--- src/hw/pcnt_pkg.sv ---
package pcnt_pkg;

   // -----------------------------------------------------------------
   // Timing
   // -----------------------------------------------------------------
   localparam int CLK_HZ   = 40_000_000;
   localparam int GATE_MS  = 1000;
   localparam int GATE_CYC = GATE_MS * (CLK_HZ / 1000);

   // -----------------------------------------------------------------
   // Register offsets (byte addresses)
   // -----------------------------------------------------------------
   localparam int          AW          = 8;
   localparam logic [7:0]  A_CTRL      = 8'h00;
   localparam logic [7:0]  A_STATUS    = 8'h04;
   localparam logic [7:0]  A_ERRCODE   = 8'h08;
   localparam logic [7:0]  A_OUTSTATE  = 8'h0C;
   localparam logic [7:0]  A_ACC_LO    = 8'h10;
   localparam logic [7:0]  A_ACC_HI    = 8'h14;
   localparam logic [7:0]  A_PROBE_LO  = 8'h18;
   localparam logic [7:0]  A_PROBE_HI  = 8'h1C;
   localparam logic [7:0]  A_RATE_PP   = 8'h20;
   localparam logic [7:0]  A_RATE_CYC  = 8'h24;
   localparam logic [7:0]  A_IRQ_STAT  = 8'h28;
   localparam logic [7:0]  A_IRQ_CLR   = 8'h2C;
   localparam logic [7:0]  A_IRQ_EN    = 8'h30;
   localparam logic [7:0]  A_TBL_OFS   = 8'h34;

   // -----------------------------------------------------------------
   // Field positions
   // -----------------------------------------------------------------
   localparam int CB_EN  = 0;
   localparam int CB_RUN = 1;
   localparam int CB_RST = 2;
   localparam int CB_EXE = 3;
   localparam int CTRL_W = 4;

   localparam int IB_HP  = 0;
   localparam int IB_LP  = 1;
   localparam int IB_OF  = 2;
   localparam int IB_UF  = 3;
   localparam int IB_TP  = 4;
   localparam int IB_CFG = 5;
   localparam int IRQ_W  = 6;

   // -----------------------------------------------------------------
   // Reset values and codes
   // -----------------------------------------------------------------
   localparam logic [3:0]  CTRL_RST   = 4'h0;
   localparam logic [5:0]  IRQ_EN_RST = 6'h00;
   localparam logic [15:0] ERR_NONE   = 16'h0000;
   localparam logic [15:0] ERR_OVF    = 16'h0001;
   localparam logic [15:0] ERR_UNF    = 16'h0002;
   localparam logic [15:0] ERR_BUSY   = 16'h0003;
   localparam logic [15:0] ERR_LIMIT  = 16'h0004;

   typedef enum logic [0:0] {
      DIV_IDLE = 1'b0,
      DIV_RUN  = 1'b1
   } div_state_t;

endpackage

--- src/hw/pulse_counter_control_setup.sv ---
`timescale 1ns/1ps
// Summary of operation
// - Enable rising loads initial count, clears status, zeroes both rates
// - Enable low: accumulator and hit flags held, done, error and code cleared, rates zero
// - Pulses are counted only while run is set
// - Reset clears outputs, accumulator, counter status and both rates
// - Reset overrides run
// - Done high while enabled, running and error free
// - Per-pulse rate and cyclic rate reported in units per second
// - Probe trigger captures the accumulator
// - Counter 0 only: 16-bit output state word, bit 0 physical
// - A detected error raises error and places its code
// - Setup starts on execute rising; enable must be low then
// - Execute falling clears all setup outputs
// - Setup loads initial count, overflow and underflow limits
// - Setup loads high and low preset values
// - Setup loads preset patterns, output mask and table offset
// - Setup done raised when the setup action succeeds
// - High preset reached: pattern passes the mask to outputs
module pulse_counter_control_setup
   import pcnt_pkg::*;
#(
   parameter int CNT_W      = 64,
   parameter int COUNTER_ID = 0,
   parameter int GATE_CYC_P = GATE_CYC,
   parameter int CLK_HZ_P   = CLK_HZ
)
(
   // Clock and reset
   input  wire logic             i_sys_clk,
   input  wire logic             i_rst,
   // Register port
   input  wire logic [AW-1:0]    i_addr,
   input  wire logic [31:0]      i_wdata,
   input  wire logic             i_wr,
   input  wire logic             i_rd,
   output logic      [31:0]      o_rdata,
   // Counter inputs
   input  wire logic             i_cnt_pulse,
   input  wire logic             i_cnt_down,
   input  wire logic             i_probe,
   // Setup values
   input  wire logic [CNT_W-1:0] i_initial_count,
   input  wire logic [CNT_W-1:0] i_overflow_limit,
   input  wire logic [CNT_W-1:0] i_underflow_limit,
   input  wire logic [CNT_W-1:0] i_high_preset,
   input  wire logic [CNT_W-1:0] i_low_preset,
   input  wire logic [31:0]      i_high_preset_output_pattern,
   input  wire logic [31:0]      i_low_preset_output_pattern,
   input  wire logic [7:0]       i_output_gate_mask,
   input  wire logic [7:0]       i_limit_table_start_offset,
   // Status outputs
   output logic                  o_done,
   output logic                  o_active,
   output logic                  o_error,
   output logic      [15:0]      o_error_code,
   output logic                  o_setup_done,
   output logic                  o_setup_error,
   output logic      [15:0]      o_setup_error_code,
   output logic      [15:0]      o_output_states,
   output logic                  o_irq
);

   // ----------------------------------------------------------------
   // Parameter checks
   // ----------------------------------------------------------------
   if (CNT_W < 2 || CNT_W > 64)
      $error("CNT_W must lie in 2..64");
   if (GATE_CYC_P < 2 || CLK_HZ_P < 2)
      $error("Gate and clock counts must be at least 2");

   // ----------------------------------------------------------------
   // State
   // ----------------------------------------------------------------
   typedef struct packed {
      logic [CTRL_W-1:0] ctrl;
      logic              ex_d;
      logic              en_d;
      logic              cfg_ok;
      logic [CNT_W-1:0]  init;
      logic [CNT_W-1:0]  ovf;
      logic [CNT_W-1:0]  unf;
      logic [CNT_W-1:0]  hp;
      logic [CNT_W-1:0]  lp;
      logic [15:0]       hp_pat;
      logic [15:0]       lp_pat;
      logic [7:0]        mask;
      logic [7:0]        ofs;
      logic [CNT_W-1:0]  acc;
      logic [CNT_W-1:0]  probe;
      logic              done;
      logic              active;
      logic              err;
      logic [15:0]       ecode;
      logic              sdone;
      logic              serr;
      logic [15:0]       secode;
      logic              hp_hit;
      logic              lp_hit;
      logic              of_hit;
      logic              uf_hit;
      logic [15:0]       outs;
      logic [IRQ_W-1:0]  irq_st;
      logic [IRQ_W-1:0]  irq_en;
      logic              irq;
      logic [31:0]       rdata;
      logic [31:0]       gate_cnt;
      logic [31:0]       gate_pls;
      logic [31:0]       cyc_rate;
      logic [31:0]       per_cnt;
      div_state_t        dstate;
      logic [31:0]       div_d;
      logic [31:0]       div_q;
      logic [31:0]       div_r;
      logic [5:0]        div_n;
      logic [31:0]       pp_rate;
   } state_t;

   state_t st_r;
   state_t st_nxt;

   // Signed widening so a short counter still reads as a 64-bit pair
   function automatic logic [31:0] word_of(input logic [CNT_W-1:0] v,
                                           input logic             hi);
      logic [63:0] x;
      x = 64'($signed(v));
      return hi ? x[63:32] : x[31:0];
   endfunction

   // Outputs masked through the gate: only masked bits change
   function automatic logic [15:0] gate_out(input logic [15:0] cur,
                                            input logic [15:0] pat,
                                            input logic [7:0]  msk);
      logic [15:0] m;
      m = {8'h00, msk};
      return (cur & ~m) | (pat & m);
   endfunction

   // ----------------------------------------------------------------
   // Next state
   // ----------------------------------------------------------------
   always_comb
   begin
      logic [IRQ_W-1:0] ev;
      logic [IRQ_W-1:0] clr;
      logic [CNT_W-1:0] nv;
      logic [31:0]      r2;
      logic             en;
      logic             run;
      logic             exe;
      ev    = '0;
      clr   = '0;
      nv    = '0;
      r2    = '0;
      st_nxt = st_r;
      en    = st_r.ctrl[CB_EN];
      run   = st_r.ctrl[CB_RUN];
      exe   = st_r.ctrl[CB_EXE];

      // -------------------------------------------------------------
      // Register writes
      // -------------------------------------------------------------
      if (i_wr)
      begin
         case (i_addr)
            A_CTRL:    st_nxt.ctrl   = i_wdata[CTRL_W-1:0];
            A_IRQ_CLR: clr           = i_wdata[IRQ_W-1:0];
            A_IRQ_EN:  st_nxt.irq_en = i_wdata[IRQ_W-1:0];
            default:   st_nxt.ctrl   = st_r.ctrl;
         endcase
      end

      // -------------------------------------------------------------
      // Setup
      // -------------------------------------------------------------
      st_nxt.ex_d = exe;
      if (exe && !st_r.ex_d)
      begin
         if (en)
         begin
            st_nxt.serr   = 1'b1;
            st_nxt.secode = ERR_BUSY;
         end
         else if ($signed(i_overflow_limit) <= $signed(i_underflow_limit)
                  || $signed(i_initial_count) > $signed(i_overflow_limit)
                  || $signed(i_initial_count) < $signed(i_underflow_limit))
         begin
            st_nxt.serr   = 1'b1;
            st_nxt.secode = ERR_LIMIT;
         end
         else
         begin
            st_nxt.init   = i_initial_count;
            st_nxt.ovf    = i_overflow_limit;
            st_nxt.unf    = i_underflow_limit;
            st_nxt.hp     = i_high_preset;
            st_nxt.lp     = i_low_preset;
            st_nxt.hp_pat = i_high_preset_output_pattern[15:0];
            st_nxt.lp_pat = i_low_preset_output_pattern[15:0];
            st_nxt.mask   = i_output_gate_mask;
            st_nxt.ofs    = i_limit_table_start_offset;
            st_nxt.cfg_ok = 1'b1;
            st_nxt.sdone  = 1'b1;
            ev[IB_CFG]    = 1'b1;
         end
      end
      else if (!exe && st_r.ex_d)
      begin
         // Held until here, then dropped
         st_nxt.sdone  = 1'b0;
         st_nxt.serr   = 1'b0;
         st_nxt.secode = ERR_NONE;
      end

      // -------------------------------------------------------------
      // Counter control
      // -------------------------------------------------------------
      st_nxt.en_d = en;
      if (st_r.ctrl[CB_RST])
      begin
         st_nxt.acc      = '0;
         st_nxt.probe    = '0;
         st_nxt.done     = 1'b0;
         st_nxt.active   = 1'b0;
         st_nxt.err      = 1'b0;
         st_nxt.ecode    = ERR_NONE;
         st_nxt.hp_hit   = 1'b0;
         st_nxt.lp_hit   = 1'b0;
         st_nxt.of_hit   = 1'b0;
         st_nxt.uf_hit   = 1'b0;
         st_nxt.outs     = '0;
      end
      else if (en && !st_r.en_d)
      begin
         st_nxt.acc      = st_r.init;
         st_nxt.err      = 1'b0;
         st_nxt.ecode    = ERR_NONE;
         st_nxt.hp_hit   = 1'b0;
         st_nxt.lp_hit   = 1'b0;
         st_nxt.of_hit   = 1'b0;
         st_nxt.uf_hit   = 1'b0;
      end
      else if (en)
      begin
         if (run && !st_r.err && i_cnt_pulse)
         begin
            nv = i_cnt_down ? st_r.acc - 1'b1 : st_r.acc + 1'b1;
            if (!i_cnt_down && $signed(st_r.acc) >= $signed(st_r.ovf))
            begin
               st_nxt.of_hit = 1'b1;
               st_nxt.err    = 1'b1;
               st_nxt.ecode  = ERR_OVF;
               ev[IB_OF]     = 1'b1;
            end
            else if (i_cnt_down
                     && $signed(st_r.acc) <= $signed(st_r.unf))
            begin
               st_nxt.uf_hit = 1'b1;
               st_nxt.err    = 1'b1;
               st_nxt.ecode  = ERR_UNF;
               ev[IB_UF]     = 1'b1;
            end
            else
            begin
               st_nxt.acc = nv;
               if (nv == st_r.hp)
               begin
                  st_nxt.hp_hit = 1'b1;
                  ev[IB_HP]     = 1'b1;
                  if (COUNTER_ID == 0)
                     st_nxt.outs = gate_out(st_r.outs, st_r.hp_pat,
                                            st_r.mask);
               end
               if (nv == st_r.lp)
               begin
                  st_nxt.lp_hit = 1'b1;
                  ev[IB_LP]     = 1'b1;
                  if (COUNTER_ID == 0)
                     st_nxt.outs = gate_out(st_r.outs, st_r.lp_pat,
                                            st_r.mask);
               end
            end
         end
         st_nxt.done   = run && !st_nxt.err;
         st_nxt.active = run && !st_nxt.err;
      end
      else
      begin
         st_nxt.done   = 1'b0;
         st_nxt.active = 1'b0;
         st_nxt.err    = 1'b0;
         st_nxt.ecode  = ERR_NONE;
      end

      if (i_probe && !st_r.ctrl[CB_RST])
      begin
         st_nxt.probe = st_nxt.acc;
         ev[IB_TP]    = 1'b1;
      end

      // -------------------------------------------------------------
      // Rates: cyclic counts pulses per gate, per-pulse divides
      // the clock rate by the pulse period
      // -------------------------------------------------------------
      if (st_r.ctrl[CB_RST] || !en || (en && !st_r.en_d) || !run)
      begin
         st_nxt.gate_cnt = '0;
         st_nxt.gate_pls = '0;
         st_nxt.cyc_rate = '0;
         st_nxt.per_cnt  = '0;
         st_nxt.pp_rate  = '0;
         st_nxt.dstate   = DIV_IDLE;
      end
      else
      begin
         if (st_r.gate_cnt == 32'(GATE_CYC_P - 1))
         begin
            st_nxt.cyc_rate = st_r.gate_pls + 32'(i_cnt_pulse);
            st_nxt.gate_cnt = '0;
            st_nxt.gate_pls = '0;
         end
         else
         begin
            st_nxt.gate_cnt = st_r.gate_cnt + 32'h00000001;
            st_nxt.gate_pls = st_r.gate_pls + 32'(i_cnt_pulse);
         end

         // Timed pulse to pulse only, so enable-to-first-pulse is no
         // period; saturates at one second, slower reads as zero
         if (st_r.per_cnt == 32'(CLK_HZ_P))
            st_nxt.pp_rate = '0;
         else if (st_r.per_cnt != '0)
            st_nxt.per_cnt = st_r.per_cnt + 32'h00000001;
         if (i_cnt_pulse)
         begin
            st_nxt.per_cnt = 32'h00000001;
            // A pulse during a division is dropped from the rate only
            if (st_r.per_cnt != '0 && st_r.per_cnt != 32'(CLK_HZ_P)
                && st_r.dstate == DIV_IDLE)
            begin
               st_nxt.div_d  = st_r.per_cnt;
               st_nxt.div_q  = 32'(CLK_HZ_P);
               st_nxt.div_r  = '0;
               st_nxt.div_n  = 6'h20;
               st_nxt.dstate = DIV_RUN;
            end
         end

         case (st_r.dstate)
            DIV_IDLE: st_nxt.div_n = st_nxt.div_n;
            DIV_RUN:
            begin
               r2 = {st_r.div_r[30:0], st_r.div_q[31]};
               if (r2 >= st_r.div_d)
               begin
                  st_nxt.div_r = r2 - st_r.div_d;
                  st_nxt.div_q = {st_r.div_q[30:0], 1'b1};
               end
               else
               begin
                  st_nxt.div_r = r2;
                  st_nxt.div_q = {st_r.div_q[30:0], 1'b0};
               end
               st_nxt.div_n = st_r.div_n - 6'h01;
               if (st_r.div_n == 6'h01)
               begin
                  st_nxt.pp_rate = st_nxt.div_q;
                  st_nxt.dstate  = DIV_IDLE;
               end
            end
            default: st_nxt.dstate = DIV_IDLE;
         endcase
      end

      // -------------------------------------------------------------
      // Interrupts: set wins over a clear in the same cycle
      // -------------------------------------------------------------
      st_nxt.irq_st = (st_r.irq_st & ~clr) | ev;
      st_nxt.irq    = |(st_nxt.irq_st & st_nxt.irq_en);

      // -------------------------------------------------------------
      // Register reads
      // -------------------------------------------------------------
      st_nxt.rdata = '0;
      if (i_rd)
      begin
         case (i_addr)
            A_CTRL:     st_nxt.rdata = 32'(st_r.ctrl);
            A_STATUS:   st_nxt.rdata = {20'h00000, en, run, st_r.cfg_ok,
                                        st_r.uf_hit, st_r.of_hit,
                                        st_r.lp_hit, st_r.hp_hit,
                                        st_r.serr, st_r.sdone, st_r.err,
                                        st_r.active, st_r.done};
            A_ERRCODE:  st_nxt.rdata = {st_r.secode, st_r.ecode};
            A_OUTSTATE: st_nxt.rdata = {16'h0000, st_r.outs};
            A_ACC_LO:   st_nxt.rdata = word_of(st_r.acc, 1'b0);
            A_ACC_HI:   st_nxt.rdata = word_of(st_r.acc, 1'b1);
            A_PROBE_LO: st_nxt.rdata = word_of(st_r.probe, 1'b0);
            A_PROBE_HI: st_nxt.rdata = word_of(st_r.probe, 1'b1);
            A_RATE_PP:  st_nxt.rdata = st_r.pp_rate;
            A_RATE_CYC: st_nxt.rdata = st_r.cyc_rate;
            A_IRQ_STAT: st_nxt.rdata = 32'(st_r.irq_st);
            A_IRQ_EN:   st_nxt.rdata = 32'(st_r.irq_en);
            A_TBL_OFS:  st_nxt.rdata = {24'h000000, st_r.ofs};
            default:    st_nxt.rdata = '0;
         endcase
      end
   end

   // ----------------------------------------------------------------
   // Registers
   // ----------------------------------------------------------------
   always_ff @(posedge i_sys_clk)
   begin
      if (i_rst)
      begin
         st_r        <= '0;
         st_r.ctrl   <= CTRL_RST;
         st_r.irq_en <= IRQ_EN_RST;
         st_r.dstate <= DIV_IDLE;
      end
      else
         st_r <= st_nxt;
   end

   assign o_rdata            = st_r.rdata;
   assign o_done             = st_r.done;
   assign o_active           = st_r.active;
   assign o_error            = st_r.err;
   assign o_error_code       = st_r.ecode;
   assign o_setup_done       = st_r.sdone;
   assign o_setup_error      = st_r.serr;
   assign o_setup_error_code = st_r.secode;
   assign o_output_states    = st_r.outs;
   assign o_irq              = st_r.irq;

endmodule

--- config.mk ---
export PLATFORM = sky130hd
export DESIGN_NAME = pulse_counter_control_setup
export DESIGN_NICKNAME = d
export VERILOG_FILES = /design/src/hw/pcnt_pkg.sv /design/src/hw/pulse_counter_control_setup.sv
export SDC_FILE = /design/constraint.sdc
export NUM_CORES = 2
export LEC_CHECK = 0
export ABC_AREA = 1
export BUFFER_PORTS_ARGS = -buffer_cell sky130_fd_sc_hd__clkbuf_2
export CAP_MARGIN = 20
export CORE_UTILIZATION = 60
export DETAILED_ROUTE_END_ITERATION = 10
export GPL_ROUTABILITY_DRIVEN = 1
export PLACE_DENSITY = 0.87
export SETUP_SLACK_MARGIN = 0.02
export SLEW_MARGIN = 30
export SYNTH_ARGS = -nofsm -noshare
export SYNTH_HDL_FRONTEND = slang
export SYNTH_SLANG_ARGS = --single-unit
--- constraint.sdc ---
create_clock -name i_sys_clk -period 5.79 [get_ports i_sys_clk]
set_input_delay 0.2895 -clock i_sys_clk [delete_from_list [all_inputs] [get_ports i_sys_clk]]
set_output_delay 0.2895 -clock i_sys_clk [all_outputs]
set_load 0.01 [all_outputs]
==> impl_metrics.env <==
export IMPL_syn_inst=7757
export IMPL_holdCritPathClass="primary input to flop"
export IMPL_area_growth_pct=16.3
export IMPL_grt_use_met2_pct=69.3
export IMPL_drt_total_wl_um=205000
export IMPL_synth_compound_area_share_pct=17.7
export IMPL_tightest_slew_ns=1.06
export IMPL_final_core_util_pct=70.8
export IMPL_start_kind="flop"
export IMPL_synthFlopType="dfxtp_1"
export IMPL_cp_cell_sequence="inv_1, fa_1, inv_1, nand3_2, nor2_2, nand2_1, nand3_2, nand2_1, nand3_1, nand2_1, nand2_1, nand2_1, nand2_1, nand2_1, nor2_1, nand4_1, nor2_1, nand3_2, nand2_4, nand3_1, nand2_1, nand2_1, nor2_1"
export IMPL_num_vias=56700
export IMPL_yosys_area_top_type="dfxtp_1"
export IMPL_path_clk_slew_ns=0.07
export IMPL_synth_top_area_share_pct=31.8
export IMPL_place_congestion=1.03
export IMPL_use_met3_pct=10.9
export IMPL_cts_tree="done"
export IMPL_rsz0062_at_grt="no"
export IMPL_max_clock_freq_ghz=0.199
export IMPL_syn_area_um2=51200
export IMPL_clock_path_buffers=3
export IMPL_total_leakage_power_nw=27.0
export IMPL_synth_edf_count=0
export IMPL_worstPathArrival_ns=5.66
export IMPL_crit_required_ns=6.41
export IMPL_hpwl_um=153000
export IMPL_pin_count=533
export IMPL_numPortBuffers=423
export IMPL_synth_xor_area_share_pct=1.20
export IMPL_p_total_mw=13.1
export IMPL_power_net_switching_mw=3.44
export IMPL_multi_input_area_um2=28700
export IMPL_die_w_um=294
export IMPL_cpPeakStageDelay_ns=0.55
export IMPL_cts_root_buf="clkbuf_16"
export IMPL_numCtsBuffers=88
export IMPL_initial_utilization_pct=60.9
export IMPL_layout_drive_gt1_share_pct=9.07
export IMPL_num_rows=106
export IMPL_synth_seq_area_share_pct=31.8
export IMPL_first_pass_iters=9
export IMPL_dieArea_um2=86500
export IMPL_htreeDepth=3
export IMPL_synthMuxAreaShare_pct=0
export IMPL_final_area_um2=59600
export IMPL_holdWs_ns=-0.0101
export IMPL_netlist_top_cells_count="nand2_1, inv_1, a21oi_1, dfxtp_1, o21ai_0"
export IMPL_cp_max_fo=8
export IMPL_postCtsSetupRepairBufs=0
export IMPL_synth_area_per_cell_um2=6.60
export IMPL_internal_power_mw=9.68
export IMPL_grt_max_degree=231
export IMPL_setup_violations=0
export IMPL_synth_fa_ha_area_share_pct=10.4
export IMPL_yosysMostFrequentCell="nand2_1"
export IMPL_use_met1_pct=57.6
export IMPL_vias_per_cell=5.98
export IMPL_slowest_stage="fa_1"
export IMPL_avgRoutedWirePerCell_um=21.7
export IMPL_core_um2=84100
export IMPL_outcome="complete, but fails checks"
export IMPL_n_fill_cell=6934
export IMPL_clk_latency_ns=0.71
export IMPL_grt_pass1_vias=52800
export IMPL_hold_viol=2
export IMPL_period_share_pct=87.0
export IMPL_crit_top_cell="nand2_1"
export IMPL_grt_overflow_total=0
export IMPL_skew_ns=0.0522
export IMPL_clockPowerShare_pct=47.3
export IMPL_die_height_um=294
export IMPL_violations="hold timing"
export IMPL_swShare_pct=26.2
export IMPL_comb_power_share_pct=10.0
export IMPL_numClockSinks=814
export IMPL_reg2reg_setup_slack_ns=0.75
export IMPL_synthTopCellsByArea="dfxtp_1, nand2_1, ha_1, inv_1, a21oi_1"
export IMPL_ant_nets=0
export IMPL_seqCellArea_um2=16300
export IMPL_ir_drop_v=0.000265
export IMPL_ys_async_sr_fraction_pct=0
export IMPL_synth_seq_cells=814
export IMPL_placed_cell_area_um2=53900
export IMPL_synth_simple_area_share_pct=26.4
export IMPL_relSlewSlack_pct=28.9
export IMPL_end_kind="flop"
export IMPL_power_density_nw_per_um2=220
export IMPL_globalRoute_busiestLayer="met2"
export IMPL_yosys_warnings=0
export IMPL_grt_pass1_wl_um=303000
export IMPL_drv_cap=0
export IMPL_synth_top_family_by_area="simple AND/OR/NAND/NOR gates"
export IMPL_setup_tns_ns=0
export IMPL_seq_power_share_pct=42.7
export IMPL_final_nets=9136
export IMPL_min_period_ns=5.04
export IMPL_track_usage_pct=45.9
export IMPL_critical_path_class="flop to flop"
export IMPL_timing_final_max_slew_violations=0
export IMPL_antenna_found_initial=14
export IMPL_remaining_drc_errors=0
export IMPL_ys_types=58
export IMPL_drt_first_iter_violations=7526
==> critical path, delay by kind of cell, from the launching register on <==
family | cells | cell delay, ns
fa+ha+maj | 1 | 0.55
buf+inv | 2 | 0.44
flops | 1 | 0.49
simple gates | 20 | 3.49
==> metal layers <==
| layer | up-vias | part of all wire [%] |
|---|---|---|
| li1 | 26300 | - |
| met1 | 25800 | 38 |
| met2 | 3665 | 42 |
| met3 | 873 | 13 |
| met4 | 8 | 8.0 |
| met5 | - | 0.024 |
==> metrics by stage <==
step / std cells / hold slack (ns) / worst slack [ns]
6_report: 9477 / -0.0101 / 0.755
5_1_grt: 9474 / 0.0211 / 0.723
4_1_cts: 9470 / 0.00118 / 1.01
3_5_place_dp: 9058 / 0.440 / 1.07
3_3_place_gp: 9058 / 0.426 / 1.12
2_1_floorplan: 7791 / 0.413 / 2.89
==> logic make-up after synthesis <==
logic type,after synthesis
buffers and inverters,1614
adders and majority gates,424
other,1
and+or+nand+nor,3159
DFF,814
AOI/OAI and AO/OA,1675
xor gates and xnor gates,70
==> path summary, 6_finish.rpt <==
path                         start                 end  cells past startpoint
setup / recovery         st_r[429]  o_output_states[6]                     23
hold / removal    i_low_preset[24]           st_r[565]                      3
setup reg to reg         st_r[429]  o_output_states[6]                     23
hold reg to reg          st_r[231]           st_r[231]                      1
==> cells in the final DEF, fill, tap and decap left out, drive strengths merged, types with 18 or more instances in the layout <==
cell type and instances:
a21oi 867, a221oi 48, a31oi 23, buf 62
clkbuf 535, clkinv 29, conb 35, dfxtp 814
dlygate4sd3 251, ha 422, inv 1263, nand2 1784
nand3 520, nand4 155, nor2 546, nor3 79
nor3b 18, nor4 30, o211ai 29, o21a 24
o21ai 555, o22ai 40, o31ai 20, xnor2 24
xor2 46
==> state kept, by name, indices dropped and copies added (netlist names) <==
signal / cells
o_rdata: 32
st_nxt: 2
o_done: 1
st_r: 763
o_irq: 1
o_error_code: 2
o_setup_done: 1
o_output_states: 8
o_setup_error_code: 2
o_error: 1
o_setup_error: 1
==> final cells by class <==
cell class / instances / area share (%)
diodes: 7 / 0.0294
clock buffers: 113 / 4.13
clock inverters: 48 / 1.16
inverters: 1263 / 7.98
multi-input cells: 5363 / 48.2
flip-flops and latches: 814 / 27.4
well taps: 1134 / 2.38
repair buffers: 735 / 8.73
==> power groups by stage <==
stage                     clock (mW)  combinational [mW]  sequential, mW
after floorplan                    0               0.637            5.73
after global placement             0                1.05            5.73
after detailed placement           0                1.07            5.73
after CTS                       6.17                1.22            5.61
after global routing            6.40                1.39            5.60
final                           6.21                1.31            5.60
==> what timing repair did <==
action,CTS,global route
hold endpoints to repair,251,0
hold buffers,251,0
gates resized for setup,0,0
No activity file was read; power rests on OpenSTA's default activity.
